$ cat config.mk
export PLATFORM = sky130hd
export DESIGN_NAME = fcp_flash_cmd
export DESIGN_NICKNAME = d
export VERILOG_FILES = /design/src/rtl/fcp_prot_check.v /design/src/rtl/fcp_flash_cmd.v
export VERILOG_INCLUDE_DIRS = /design/src /design/src/rtl
export SDC_FILE = /design/constraint.sdc
export NUM_CORES = 1
export LEC_CHECK = 0
export ABC_CLOCK_PERIOD_IN_PS = 3000
export BUFFER_PORTS_ARGS = -buffer_cell sky130_fd_sc_hd__buf_2
export CORE_ASPECT_RATIO = 1.4
export CORE_MARGIN = 1
export CORE_UTILIZATION = 40
export DETAILED_ROUTE_END_ITERATION = 8
export SLEW_MARGIN = 30
export SYNTH_ARGS = -nofsm -noshare
export SYNTH_HDL_FRONTEND = slang
export SYNTH_HIERARCHICAL = 1
export SYNTH_SLANG_ARGS = --single-unit
$ cat constraint.sdc
create_clock -name clk_i -period 3 [get_ports clk_i]
set_input_delay 0.3 -clock clk_i [delete_from_list [all_inputs] [get_ports clk_i]]
set_output_delay 0.3 -clock clk_i [all_outputs]
set_load 0.1 [all_outputs]
$ cat src/rtl/fcp_defines.vh
// Register map, field positions, reset values and command codes of the
// flash command and protection block.
// Assumes inclusion by bare name from the design files.
`ifndef FCP_DEFINES_VH
`define FCP_DEFINES_VH

// ----------------------------------------------------------------------
// Parameter register word index and register byte addresses (word aligned)
// ----------------------------------------------------------------------
`define FCP_IDX_PARAM     4'hA
`define FCP_ADDR_PARAM    8'h28
`define FCP_ADDR_INDEX    8'h00
`define FCP_ADDR_STATUS   8'h04
`define FCP_ADDR_PPROT    8'h08
`define FCP_ADDR_DPROT    8'h0C
`define FCP_ADDR_CTRL     8'h10

// ----------------------------------------------------------------------
// Status register fields
// ----------------------------------------------------------------------
`define FCP_ST_COMPLETE   7
`define FCP_ST_ACCESS_ERROR_FLAG     5
`define FCP_ST_PVIOL      4

// ----------------------------------------------------------------------
// Program and data flash protection fields, range bounds and reset image address
// ----------------------------------------------------------------------
`define FCP_PP_OPEN       7
`define FCP_PP_HDIS       5
`define FCP_PP_LDIS       2
`define FCP_DP_OPEN       7
`define FCP_DP_DIS        3
`define FCP_PROT_IMG_ADDR 23'h7FFF0C
`define FCP_HIGH_TOP      23'h7FFFFF
`define FCP_LOW_BASE      23'h7F8000
`define FCP_LOW_1K_TOP    23'h7F83FF
`define FCP_HIGH_2K_BASE  23'h7FF800

// ----------------------------------------------------------------------
// Command codes
// ----------------------------------------------------------------------
`define FCP_CMD_ERASE_ALL 8'h08
`define FCP_CMD_UNSECURE  8'h0B
`define FCP_CMD_USR_MARG  8'h0D
`define FCP_CMD_FLD_MARG  8'h0E
`define FCP_CMD_FULL_PART 8'h0F
`define FCP_CMD_ERS_VFY   8'h10
`define FCP_CMD_PROG      8'h11
`define FCP_CMD_ERS_SECT  8'h12
`define FCP_CMD_EE_ON     8'h13
`define FCP_CMD_EE_OFF    8'h14
`define FCP_CMD_EE_QUERY  8'h15
`define FCP_CMD_PART      8'h20

// ----------------------------------------------------------------------
// Reset values and timing
// ----------------------------------------------------------------------
`define FCP_PROT_RST      8'hFF
`define FCP_OP_CYCLES     16'h0010

`endif

$ cat src/rtl/fcp_prot_check.v
// Program flash protection range decoder.
// Assumes the protection byte and address are stable in the checked cycle.
`timescale 1ns/1ps
`default_nettype none
`include "fcp_defines.vh"

module fcp_prot_check (
  // Protection setting
  input  wire [7:0]  pflash_protect_reg_i,
  // Address to check
  input  wire [22:0] addr_i,
  // Result
  output wire        protected_o
);

  // ----------------------------------------------------------------------
  // Range decode
  // ----------------------------------------------------------------------
  wire       open_w = pflash_protect_reg_i[`FCP_PP_OPEN];
  wire       hdis_w = pflash_protect_reg_i[`FCP_PP_HDIS];
  wire       ldis_w = pflash_protect_reg_i[`FCP_PP_LDIS];
  wire [1:0] hs_w   = pflash_protect_reg_i[4:3];
  wire [1:0] ls_w   = pflash_protect_reg_i[1:0];
  wire [22:0] hbase_w = `FCP_HIGH_2K_BASE - ((23'h000800 << hs_w) - 23'h000800);
  wire [22:0] ltop_w  = `FCP_LOW_BASE + ((23'h000400 << ls_w) - 23'h000001);
  wire in_high_w = (addr_i >= hbase_w) && (addr_i <= `FCP_HIGH_TOP);
  wire in_low_w  = (addr_i >= `FCP_LOW_BASE) && (addr_i <= ltop_w);
  wire in_any_w  = (!hdis_w && in_high_w) || (!ldis_w && in_low_w);

  // Open: listed ranges protected; closed: listed ranges are the only hole
  assign protected_o = open_w ? in_any_w : !in_any_w;

endmodule
`default_nettype wire

$ cat src/rtl/fcp_flash_cmd.v
// Flash command sequencer with indexed parameter array and protection.
// Assumes a classic Wishbone master and a flash array modelled by a
// fixed operation time; one clock, synchronous active-high reset.
//
// Local design decision: the Wishbone register port.
`timescale 1ns/1ps
`default_nettype none
`include "fcp_defines.vh"

module fcp_flash_cmd #(
  parameter [15:0] OP_CYCLES = `FCP_OP_CYCLES,
  parameter [15:0] EE_SIZE   = 16'h0010
) (
  // Clock, reset, enable
  input  wire        clk_i,
  input  wire        rst_i,
  input  wire        ce_i,
  // Wishbone slave
  input  wire        cyc_i,
  input  wire        stb_i,
  input  wire        we_i,
  input  wire [7:0]  adr_i,
  input  wire [3:0]  sel_i,
  input  wire [31:0] dat_i,
  output reg  [31:0] dat_o,
  output reg         ack_o,
  // Mode and reset image of protection
  input  wire        special_mode_i,
  input  wire [7:0]  prot_image_i,
  output wire [22:0] prot_image_addr_o,
  // Flash array side
  input  wire        flash_erased_i,
  output reg         flash_prog_o,
  output reg         flash_erase_o,
  output reg  [22:0] flash_addr_o,
  output reg  [15:0] flash_wdata_o,
  input  wire [15:0] flash_rdata_i,
  output wire [15:0] flash_read_data_o,
  // Events
  output wire        cmd_complete_flag_o,
  output wire        irq_o
);

  // ----------------------------------------------------------------------
  // State
  // ----------------------------------------------------------------------
  localparam [2:0] S_IDLE = 3'h0, S_CHECK = 3'h1, S_ERASE = 3'h2, S_VERIFY = 3'h3,
                   S_PROG = 3'h4, S_DONE = 3'h5;
  localparam [7:0] CTRL_IE_DONE = 8'h01, CTRL_IE_ERR = 8'h02;

  reg [15:0] command_param_array [0:5];
  reg [2:0]  param_index_reg;
  reg        cmd_complete_flag_reg;
  reg        access_error_flag_reg;
  reg        protect_violation_flag_reg;
  reg        verify_fail_reg;
  reg [7:0]  pflash_protect_reg;
  reg [7:0]  dflash_protect_reg;
  reg [7:0]  ctrl_reg;
  reg        emulated_eeprom_reg;
  reg        margin_user_reg;
  reg        partitioned_reg;
  reg        prot_loaded_reg;
  reg [2:0]  state_reg;
  reg [15:0] timer_reg;
  reg [2:0]  word_cnt_reg;
  reg        ack_next;
  integer    i;

  wire [7:0]  command_code = command_param_array[0][15:8];
  wire [22:0] cmd_addr     = {command_param_array[0][6:0], command_param_array[1]};
  wire        addr_prot;
  wire        wb_req  = cyc_i && stb_i && !ack_o;
  wire        wb_wr   = cyc_i && stb_i && we_i && ack_o && ce_i; // Lands on the ack edge
  wire        busy    = !cmd_complete_flag_reg;

  // ----------------------------------------------------------------------
  // Decode helpers
  // ----------------------------------------------------------------------
  function valid_cmd;
    input [7:0] code;
    input       spec;
    begin
      case (code)
        `FCP_CMD_ERASE_ALL, `FCP_CMD_UNSECURE, `FCP_CMD_USR_MARG, `FCP_CMD_FULL_PART,
        `FCP_CMD_ERS_VFY, `FCP_CMD_PROG, `FCP_CMD_ERS_SECT, `FCP_CMD_EE_ON,
        `FCP_CMD_EE_OFF, `FCP_CMD_EE_QUERY, `FCP_CMD_PART: valid_cmd = 1'b1;
        `FCP_CMD_FLD_MARG: valid_cmd = spec;
        default: valid_cmd = 1'b0;
      endcase
    end
  endfunction

  function is_alter;
    input [7:0] code;
    begin
      is_alter = (code == `FCP_CMD_PROG) || (code == `FCP_CMD_ERS_SECT);
    end
  endfunction

  // Full erase allowed only with every protection disabled
  wire erase_all_ok = pflash_protect_reg[`FCP_PP_OPEN] && pflash_protect_reg[`FCP_PP_HDIS] &&
                      pflash_protect_reg[`FCP_PP_LDIS] && dflash_protect_reg[`FCP_DP_OPEN] &&
                      dflash_protect_reg[`FCP_DP_DIS];

  // ----------------------------------------------------------------------
  // Protection range check
  // ----------------------------------------------------------------------
  fcp_prot_check u_prot (
    .pflash_protect_reg_i (pflash_protect_reg),
    .addr_i               (cmd_addr),
    .protected_o          (addr_prot)
  );

  assign prot_image_addr_o   = `FCP_PROT_IMG_ADDR;
  assign cmd_complete_flag_o = cmd_complete_flag_reg;
  assign flash_read_data_o   = busy ? 16'h0000 : flash_rdata_i;
  assign irq_o = (ctrl_reg[0] && cmd_complete_flag_reg) ||
                 (ctrl_reg[1] && (access_error_flag_reg || protect_violation_flag_reg));

  // ----------------------------------------------------------------------
  // Bus read mux
  // ----------------------------------------------------------------------
  reg [31:0] rd_mux;
  always @* begin
    rd_mux = 32'h00000000;
    case (adr_i)
      `FCP_ADDR_PARAM: begin
        if (param_index_reg < 3'h6 && !busy) begin
          rd_mux = {16'h0000, command_param_array[param_index_reg]};
        end
      end
      `FCP_ADDR_INDEX:  rd_mux = {29'h00000000, param_index_reg};
      `FCP_ADDR_STATUS: rd_mux = {24'h000000, cmd_complete_flag_reg, 1'b0,
                                  access_error_flag_reg, protect_violation_flag_reg,
                                  3'h0, verify_fail_reg};
      `FCP_ADDR_PPROT:  rd_mux = {24'h000000, pflash_protect_reg};
      `FCP_ADDR_DPROT:  rd_mux = {24'h000000, dflash_protect_reg};
      `FCP_ADDR_CTRL:   rd_mux = {21'h000000, partitioned_reg, margin_user_reg,
                                  emulated_eeprom_reg, ctrl_reg};
      default:          rd_mux = 32'h00000000;
    endcase
  end

  // ----------------------------------------------------------------------
  // Bus handshake: ack one cycle after request, read data registered,
  // writes take effect at the edge that samples ack high
  // ----------------------------------------------------------------------
  always @* begin
    ack_next = wb_req;
  end

  always @(posedge clk_i) begin
    if (rst_i) begin
      ack_o <= 1'b0;
      dat_o <= 32'h00000000;
    end else if (ce_i) begin
      ack_o <= ack_next;
      if (wb_req) begin
        dat_o <= rd_mux;
      end
    end
  end

  // ----------------------------------------------------------------------
  // Registers and command sequencer
  // ----------------------------------------------------------------------
  always @(posedge clk_i) begin
    if (rst_i) begin
      for (i = 0; i < 6; i = i + 1) begin
        command_param_array[i] <= 16'h0000;
      end
      param_index_reg            <= 3'h0;
      cmd_complete_flag_reg      <= 1'b1;
      access_error_flag_reg      <= 1'b0;
      protect_violation_flag_reg <= 1'b0;
      verify_fail_reg            <= 1'b0;
      pflash_protect_reg         <= `FCP_PROT_RST;
      dflash_protect_reg         <= `FCP_PROT_RST;
      ctrl_reg                   <= 8'h00;
      emulated_eeprom_reg        <= 1'b0;
      margin_user_reg            <= 1'b0;
      partitioned_reg            <= 1'b0;
      prot_loaded_reg            <= 1'b0;
      state_reg                  <= S_IDLE;
      timer_reg                  <= 16'h0000;
      word_cnt_reg               <= 3'h0;
      flash_prog_o               <= 1'b0;
      flash_erase_o              <= 1'b0;
      flash_addr_o               <= 23'h000000;
      flash_wdata_o              <= 16'h0000;
    end else if (ce_i) begin
      flash_prog_o  <= 1'b0;
      flash_erase_o <= 1'b0;
      // Catch protection image after reset release
      if (!prot_loaded_reg) begin
        pflash_protect_reg <= prot_image_i;
        prot_loaded_reg    <= 1'b1;
      end
      // Software writes
      if (wb_wr && sel_i[0]) begin
        case (adr_i)
          `FCP_ADDR_PARAM: begin
            if (!busy && param_index_reg < 3'h6) begin
              command_param_array[param_index_reg] <= dat_i[15:0];
            end
          end
          `FCP_ADDR_INDEX: begin
            if (!busy) begin
              param_index_reg <= dat_i[2:0];
            end
          end
          `FCP_ADDR_PPROT: pflash_protect_reg <= dat_i[7:0];
          `FCP_ADDR_DPROT: dflash_protect_reg <= dat_i[7:0];
          `FCP_ADDR_CTRL:  ctrl_reg <= dat_i[7:0] & (CTRL_IE_DONE | CTRL_IE_ERR);
          `FCP_ADDR_STATUS: begin
            if (dat_i[`FCP_ST_ACCESS_ERROR_FLAG]) access_error_flag_reg <= 1'b0;
            if (dat_i[`FCP_ST_PVIOL])  protect_violation_flag_reg <= 1'b0;
            // Launch only when idle and error flags already clear
            if (dat_i[`FCP_ST_COMPLETE] && !busy && !access_error_flag_reg &&
                !protect_violation_flag_reg) begin
              cmd_complete_flag_reg <= 1'b0;
              verify_fail_reg       <= 1'b0;
              state_reg             <= S_CHECK;
            end
          end
          default: ;
        endcase
      end
      // Command execution
      case (state_reg)
        S_IDLE: ;
        S_CHECK: begin
          timer_reg    <= OP_CYCLES;
          flash_addr_o <= cmd_addr;
          word_cnt_reg <= 3'h0;
          if (!valid_cmd(command_code, special_mode_i)) begin
            access_error_flag_reg <= 1'b1;
            state_reg             <= S_DONE;
          end else if (command_code == `FCP_CMD_ERASE_ALL && !erase_all_ok) begin
            protect_violation_flag_reg <= 1'b1;
            state_reg                  <= S_DONE;
          end else if (is_alter(command_code) && addr_prot) begin
            protect_violation_flag_reg <= 1'b1;
            state_reg                  <= S_DONE;
          end else begin
            case (command_code)
              `FCP_CMD_ERASE_ALL, `FCP_CMD_UNSECURE, `FCP_CMD_FULL_PART,
              `FCP_CMD_ERS_SECT: state_reg <= S_ERASE;
              `FCP_CMD_ERS_VFY:  state_reg <= S_VERIFY;
              `FCP_CMD_PROG:     state_reg <= S_PROG;
              `FCP_CMD_USR_MARG, `FCP_CMD_FLD_MARG: begin
                margin_user_reg <= (command_code == `FCP_CMD_USR_MARG);
                state_reg       <= S_DONE;
              end
              `FCP_CMD_PART: begin
                partitioned_reg <= 1'b1;
                state_reg       <= S_DONE;
              end
              `FCP_CMD_EE_ON: begin
                emulated_eeprom_reg <= 1'b1;
                state_reg           <= S_DONE;
              end
              `FCP_CMD_EE_OFF: begin
                emulated_eeprom_reg <= 1'b0;
                state_reg           <= S_DONE;
              end
              `FCP_CMD_EE_QUERY: begin
                command_param_array[1] <= EE_SIZE;
                command_param_array[2] <= {14'h0000, partitioned_reg, emulated_eeprom_reg};
                state_reg              <= S_DONE;
              end
              default: state_reg <= S_DONE;
            endcase
          end
        end
        S_ERASE: begin
          if (timer_reg == OP_CYCLES) flash_erase_o <= 1'b1;
          if (timer_reg == 16'h0000) begin
            if (command_code == `FCP_CMD_UNSECURE) begin
              timer_reg <= OP_CYCLES;
              state_reg <= S_VERIFY;
            end else begin
              if (command_code == `FCP_CMD_FULL_PART) partitioned_reg <= 1'b1;
              state_reg <= S_DONE;
            end
          end else begin
            timer_reg <= timer_reg - 16'h0001;
          end
        end
        S_VERIFY: begin
          if (!flash_erased_i) verify_fail_reg <= 1'b1;
          if (timer_reg == 16'h0000) state_reg <= S_DONE;
          else timer_reg <= timer_reg - 16'h0001;
        end
        S_PROG: begin
          if (timer_reg == OP_CYCLES) begin
            flash_prog_o  <= 1'b1;
            flash_wdata_o <= command_param_array[3'h2 + word_cnt_reg];
          end
          if (timer_reg == 16'h0000) begin
            // Up to four words from index 2 onward
            if (word_cnt_reg == 3'h3 || param_index_reg <= (3'h2 + word_cnt_reg)) begin
              state_reg <= S_DONE;
            end else begin
              word_cnt_reg <= word_cnt_reg + 3'h1;
              flash_addr_o <= flash_addr_o + 23'h000002;
              timer_reg    <= OP_CYCLES;
            end
          end else begin
            timer_reg <= timer_reg - 16'h0001;
          end
        end
        S_DONE: begin
          cmd_complete_flag_reg <= 1'b1;
          state_reg             <= S_IDLE;
        end
        default: state_reg <= S_IDLE;
      endcase
    end
  end

endmodule
`default_nettype wire

# Word-level counts from Yosys, hierarchy flattened
# Memories as Yosys holds them, arrays and structs flattened. A register that Yosys moved wholly into a read port is not among the register bits.
# Cells that the tools add are included.
[word_totals]
register_bits = 109
ramBits = 96
inputBits = 76
out_inout_bits = 115
memories = 1
[memory_table]
columns = ["name", "words", "width", "rd", "rd_ports_with_merged_regs", "wr", "line", "source"]
rows = [
  ["command_param_array", 6, 16, 4, 2, 6, "fcp_flash_cmd.v:51", "reg [15:0] command_param_array [0:5];"],
]
[classes]
add_sub_neg = 8
order_cmp = 6
eq_ne = 38
shift = 2
mux = 92
bitwise = 10
reduce_logical = 59
[ops]
columns = ["operator", "n"]
rows = [
  ["16-bit 2-to-1 mux", 10],
  ["16-bit one-hot mux with 6 select lines", 1],
  ["16-bit one-hot mux with 4 select lines", 1],
  ["8-bit by 4-bit equality test with 1-bit output, second input constant", 7],
  ["8-bit by 5-bit equality test with 1-bit output, second input constant", 7],
  ["1-bit 2-to-1 mux", 52],
  ["3-bit 2-to-1 mux", 16],
  ["23-bit 2-to-1 mux", 2],
  ["23-bit one-hot mux with 2 select lines", 1],
  ["8-bit 2-to-1 mux", 3],
  ["23-bit by 2-bit adder with 23-bit output, second input constant", 1],
  ["23-bit adder, first input constant", 1],
  ["23-bit >= comparator", 1],
  ["23-bit >= comparator, second input constant", 1],
  ["23-bit less-or-equal comparator", 1],
  ["23-bit less-or-equal comparator, second input constant", 1],
  ["11-bit by 2-bit << shifter with 23-bit output, first input constant", 1],
  ["12-bit by 2-bit << shifter with 23-bit output, first input constant", 1],
  ["23-bit by 1-bit subtractor with 23-bit output, second input constant", 1],
  ["23-bit by 12-bit subtractor with 23-bit output, second input constant", 1],
  ["23-bit subtractor, first input constant", 1],
  ["1-bit logical AND", 22],
  ["16-bit by 5-bit equality test with 1-bit output, second input constant", 1],
  ["8-bit by 6-bit equality test with 1-bit output, second input constant", 2],
  ["36 further kinds", 79],
]

# Longest topological paths before layout
[logic_depth]
word_depth = 23
ltp_mapped = 13
mapped_depth_nobuf = 11

# Modules after synthesis
# Netlist, hierarchy kept.
[modules_own_cells]
columns = ["mod", "instances", "cells_each", "area_each_um2", "seq_area_each_um2"]
rows = [
  ["fcp_flash_cmd", 1, 1262, 12638.4, 5785.5],
  ["fcp_prot_check", 1, 46, 341.6, 0.0],
]

# Worst setup path before layout
# Ideal clock, no wire load.
[synth_timing]
kind = "reg-to-reg"
start = "register ack_o"
end = "memory command_param_array[3][0], enable pin"
arrival_time_ns = 2.861
path_slack_ns = -0.233
path_stages_with_launch = 8
n_path_buf = 2
synth_period_minus_slack_ns = 3.233
cell_sequence = "dfxtp_1 > nand3_1 > or2_1 > clkbuf_1 > nor4_2 > nand3_1 > clkbuf_1 > nand2_1"
[synth_rtl]
columns = ["item", "line", "source"]
rows = [
  ["start: declaration", "fcp_flash_cmd.v:26", "output reg ack_o,"],
  ["start signal: assignment", "fcp_flash_cmd.v:158", "ack_o <= ack_next;"],
  ["end: declaration", "fcp_flash_cmd.v:51", ""],
]

==> flow_summary.yaml <==
outcome:
  status: "finished, final reports clean"
cts:
  postCtsHoldBufs: 0
  ctsLongestPathBuffers: 3
  cts_made_buffers: 26
  clock_latency_ns: 0.55
  clk_pin_slew_ns: 0.06
  root_buffer: "clkbuf_16"
  clkSinkCount: 240
  cts_tree: "done"
  h-tree-depth: 1
layout:
  reg_top3: "command_param_array x128, flash_addr_o x23"
  antennaDiodeCount: 0
  fill_cells: 2968
  area_delta_synth_final_pct: 17.8
  finalNetCount: 1589
  fin_cells: 1911
  multi_input_area_um2: 6700
  layout-drive-gt1-share: 0.221
  seqCellArea_um2: 5790
  largest_reg_flops: 128
  utilization: 0.481
  regMostFlops: "command_param_array"
synth:
  synth.ff_latch_count: 240
  synthTopCellsByCount: "nor2_1 (147), dfxtp_1 (142), nand2_1 (112)"
  syn_avg_cell_area_um2: 9.92
  synthDominantCellAreaShare: 0.227
  yosysWarnings: 6
  yosys_most_used_dff: "dfxtp_1"
  synth_area_um2: 13000
  yosysMostFrequentCell: "nor2_1"
  syn_inst: 1308
  yosys-top-cells-area: "edfxtp_1 (23%), dfxtp_1 (22%), mux4_2 (7.5%)"
  synth-edff-count: 98
  ys_types: 81
  yosysSeqAreaShare: 0.446
  async_flop_share: 0
  yosys.area.top_type: "edfxtp_1"
global_routing:
  grt_max_degree: 47
  overflow: 0
  grt_use_total: 0.254
  grt_pass1_vias: 10800
  grt_antenna_before_repair: 0
  grt_pass1_wl_mm: 64.1
worst_setup_path:
  path_class: "reg -> reg"
  end_kind: "flop"
  worst-r2r-cell-count: 7
  cp_max_fo: 17
  rrSetupSlack_ns: 0.22
  critPathRequiredTime_ns: 3.48
  slowest_delay_ns: 0.59
  worstPathCellList: "or3_1 -> nor4_4 -> o31ai_2 -> buf_4 -> or3_1 -> or3_1 -> a21oi_1"
  timing.rr.end: "timer_reg[12]"
  crit_slowest_cell: "or3_1"
  cp-start-kind: "flop"
  critPathMostFrequentCell: "or3_1"
  r2r-start: "command_param_array[0][15]"
  worstPathArrival_ns: 3.26
floorplanning:
  io_pins: 191
  fp.dieH_um: 215
  start_util: 0.408
  row_count: 77
  dieArea_um2: 33200
  core-area_um2: 31800
  fp.dieW_um: 154
placement:
  numPortBuffers: 132
  post-place-ws_ns: 0.242
  dp_cells: 1863
  gp_congestion: 0.905
  dp_hpwl_mm: 30.8
timing:
  tns_ns: 0
  setup_ws_ns: 0.222
  finalHoldViolations: 0
  finalSetupViolations: 0
  period_share: 0.926
  fmax_mhz: 360
  tightest_slew_ns: 0.746
  fin_crit_ns: 2.78
  clock_skew_ns: 0.0120
  rsz0062_at_grt: "no"
  relSlewSlack: 0.499
  drv_slew: 0
  holdWs_ns: 0.0413
route:
  ant_nets: 0
  drc: 0
  via_count: 11100
  drtIter0Drc: 836
  routed_wl_mm: 42.1
  vias_per_cell: 5.81
  wl_per_cell_um: 22.1
  dr.pass1.iters: 5
power_and_ir_drop:
  p_int_mw: 5.61
  irDropWorstVdd_uv: 459
  leakage_nw: 5.85
  p_seq_frac: 0.463
  p_comb_frac: 0.091
  clockPowerShare: 0.446
  powerDensity_nw_per_um2: 494
  switching_power_mw: 1.95
  switching_share: 0.257
hold_path:
  hp-class: "in -> reg"
  min_path_cells: 2
  worstHoldStart: "dat_i[11]"
  hold_end: "command_param_array[4][11]"
flow_run:
  maxCapViolCount: 0
cell families after synthesis:
kind of cell	synth area share
buf+inv	0.0600
mux	0.141
xor+xnor	0.00202
fa+ha+maj	0.0164
flops	0.446
compound gates	0.140
simple gates	0.194
other cells	0.000867
layer usage:
layer	GRT usage	wire length, um
met1	0.297	16200
met2	0.441	21300
met3	0.0345	2210
met4	0.149	2460
met5	0	0
worst max-delay path: cells and delay by family, from the launching register on:
family | cells | cell delay (ns)
AO/OA/AOI/OAI | 2 | 0.33
buffers and inverters | 1 | 0.23
flip-flops | 1 | 0.50
AND/OR/NAND/NOR | 4 | 1.64
layout by cell type (no fill, tap or decap), types with 12 or more instances in the layout:
cell	n
clkbuf_16	27
o31ai_1	12
a21oi_1	67
dfxtp_1	139
mux4_2	43
nor2_1	147
or3_1	13
mux2i_1	73
nand2_1	112
a22oi_1	32
nand4_1	25
edfxtp_1	98
nand3_1	26
o21ai_0	33
nor3_1	40
a211oi_1	12
and2_1	35
conb_1	75
buf_2	131
a22o_1	16
o22ai_1	31
ha_1	17
buf_4	78
inv_1	33
area by class of cell:
class                           instances  share of cell area
Clock inverter                         11              0.0104
Timing Repair Buffer                  212              0.0851
Inverter                               34             0.00834
Clock buffer                           37              0.0473
Multi-Input combinational cell        982               0.438
Sequential cell                       240               0.379
Tap cell                              395              0.0323
power by group through the flow:
stage	Combinational, mW	Clock, mW	Sequential [mW]
final	0.688	3.37	3.50
after global routing	0.720	3.55	3.51
after CTS	0.684	3.42	3.50
after floorplan	0.536	0	3.58
after detailed placement	0.683	0	3.57
after global placement	0.679	0	3.57
worst max path at each step:
stage	slack (ns)	startpoint	cells after the start	end
4_1_cts	0.24	command_param_array[0][15]	7	timer_reg[12]
5_1_grt	0.06	command_param_array[0][15]	7	timer_reg[12]
3_3_place_gp	0.29	command_param_array[0][15]	7	timer_reg[12]
3_5_place_dp	0.24	command_param_array[0][15]	7	timer_reg[12]
2_1_floorplan	0.05	cmd_complete_flag_o	6	command_param_array[3][0]
6_report	0.22	command_param_array[0][15]	7	timer_reg[12]
metrics by stage:
step                      total power, mW  cell area [um^2]
after floorplan                      4.11             13300
after global placement               4.25             14400
after detailed placement             4.25             14400
after CTS                            7.60             15300
after global routing                 7.78             15300
final                                7.56             15300
what timing repair did:
action / 4_1_cts / 5_1_grt
buffers inserted: 0 / 0
resized for setup: 0 / 1
setup endpoints to repair: 0 / 4
Power figures use the tool's default switching activity.
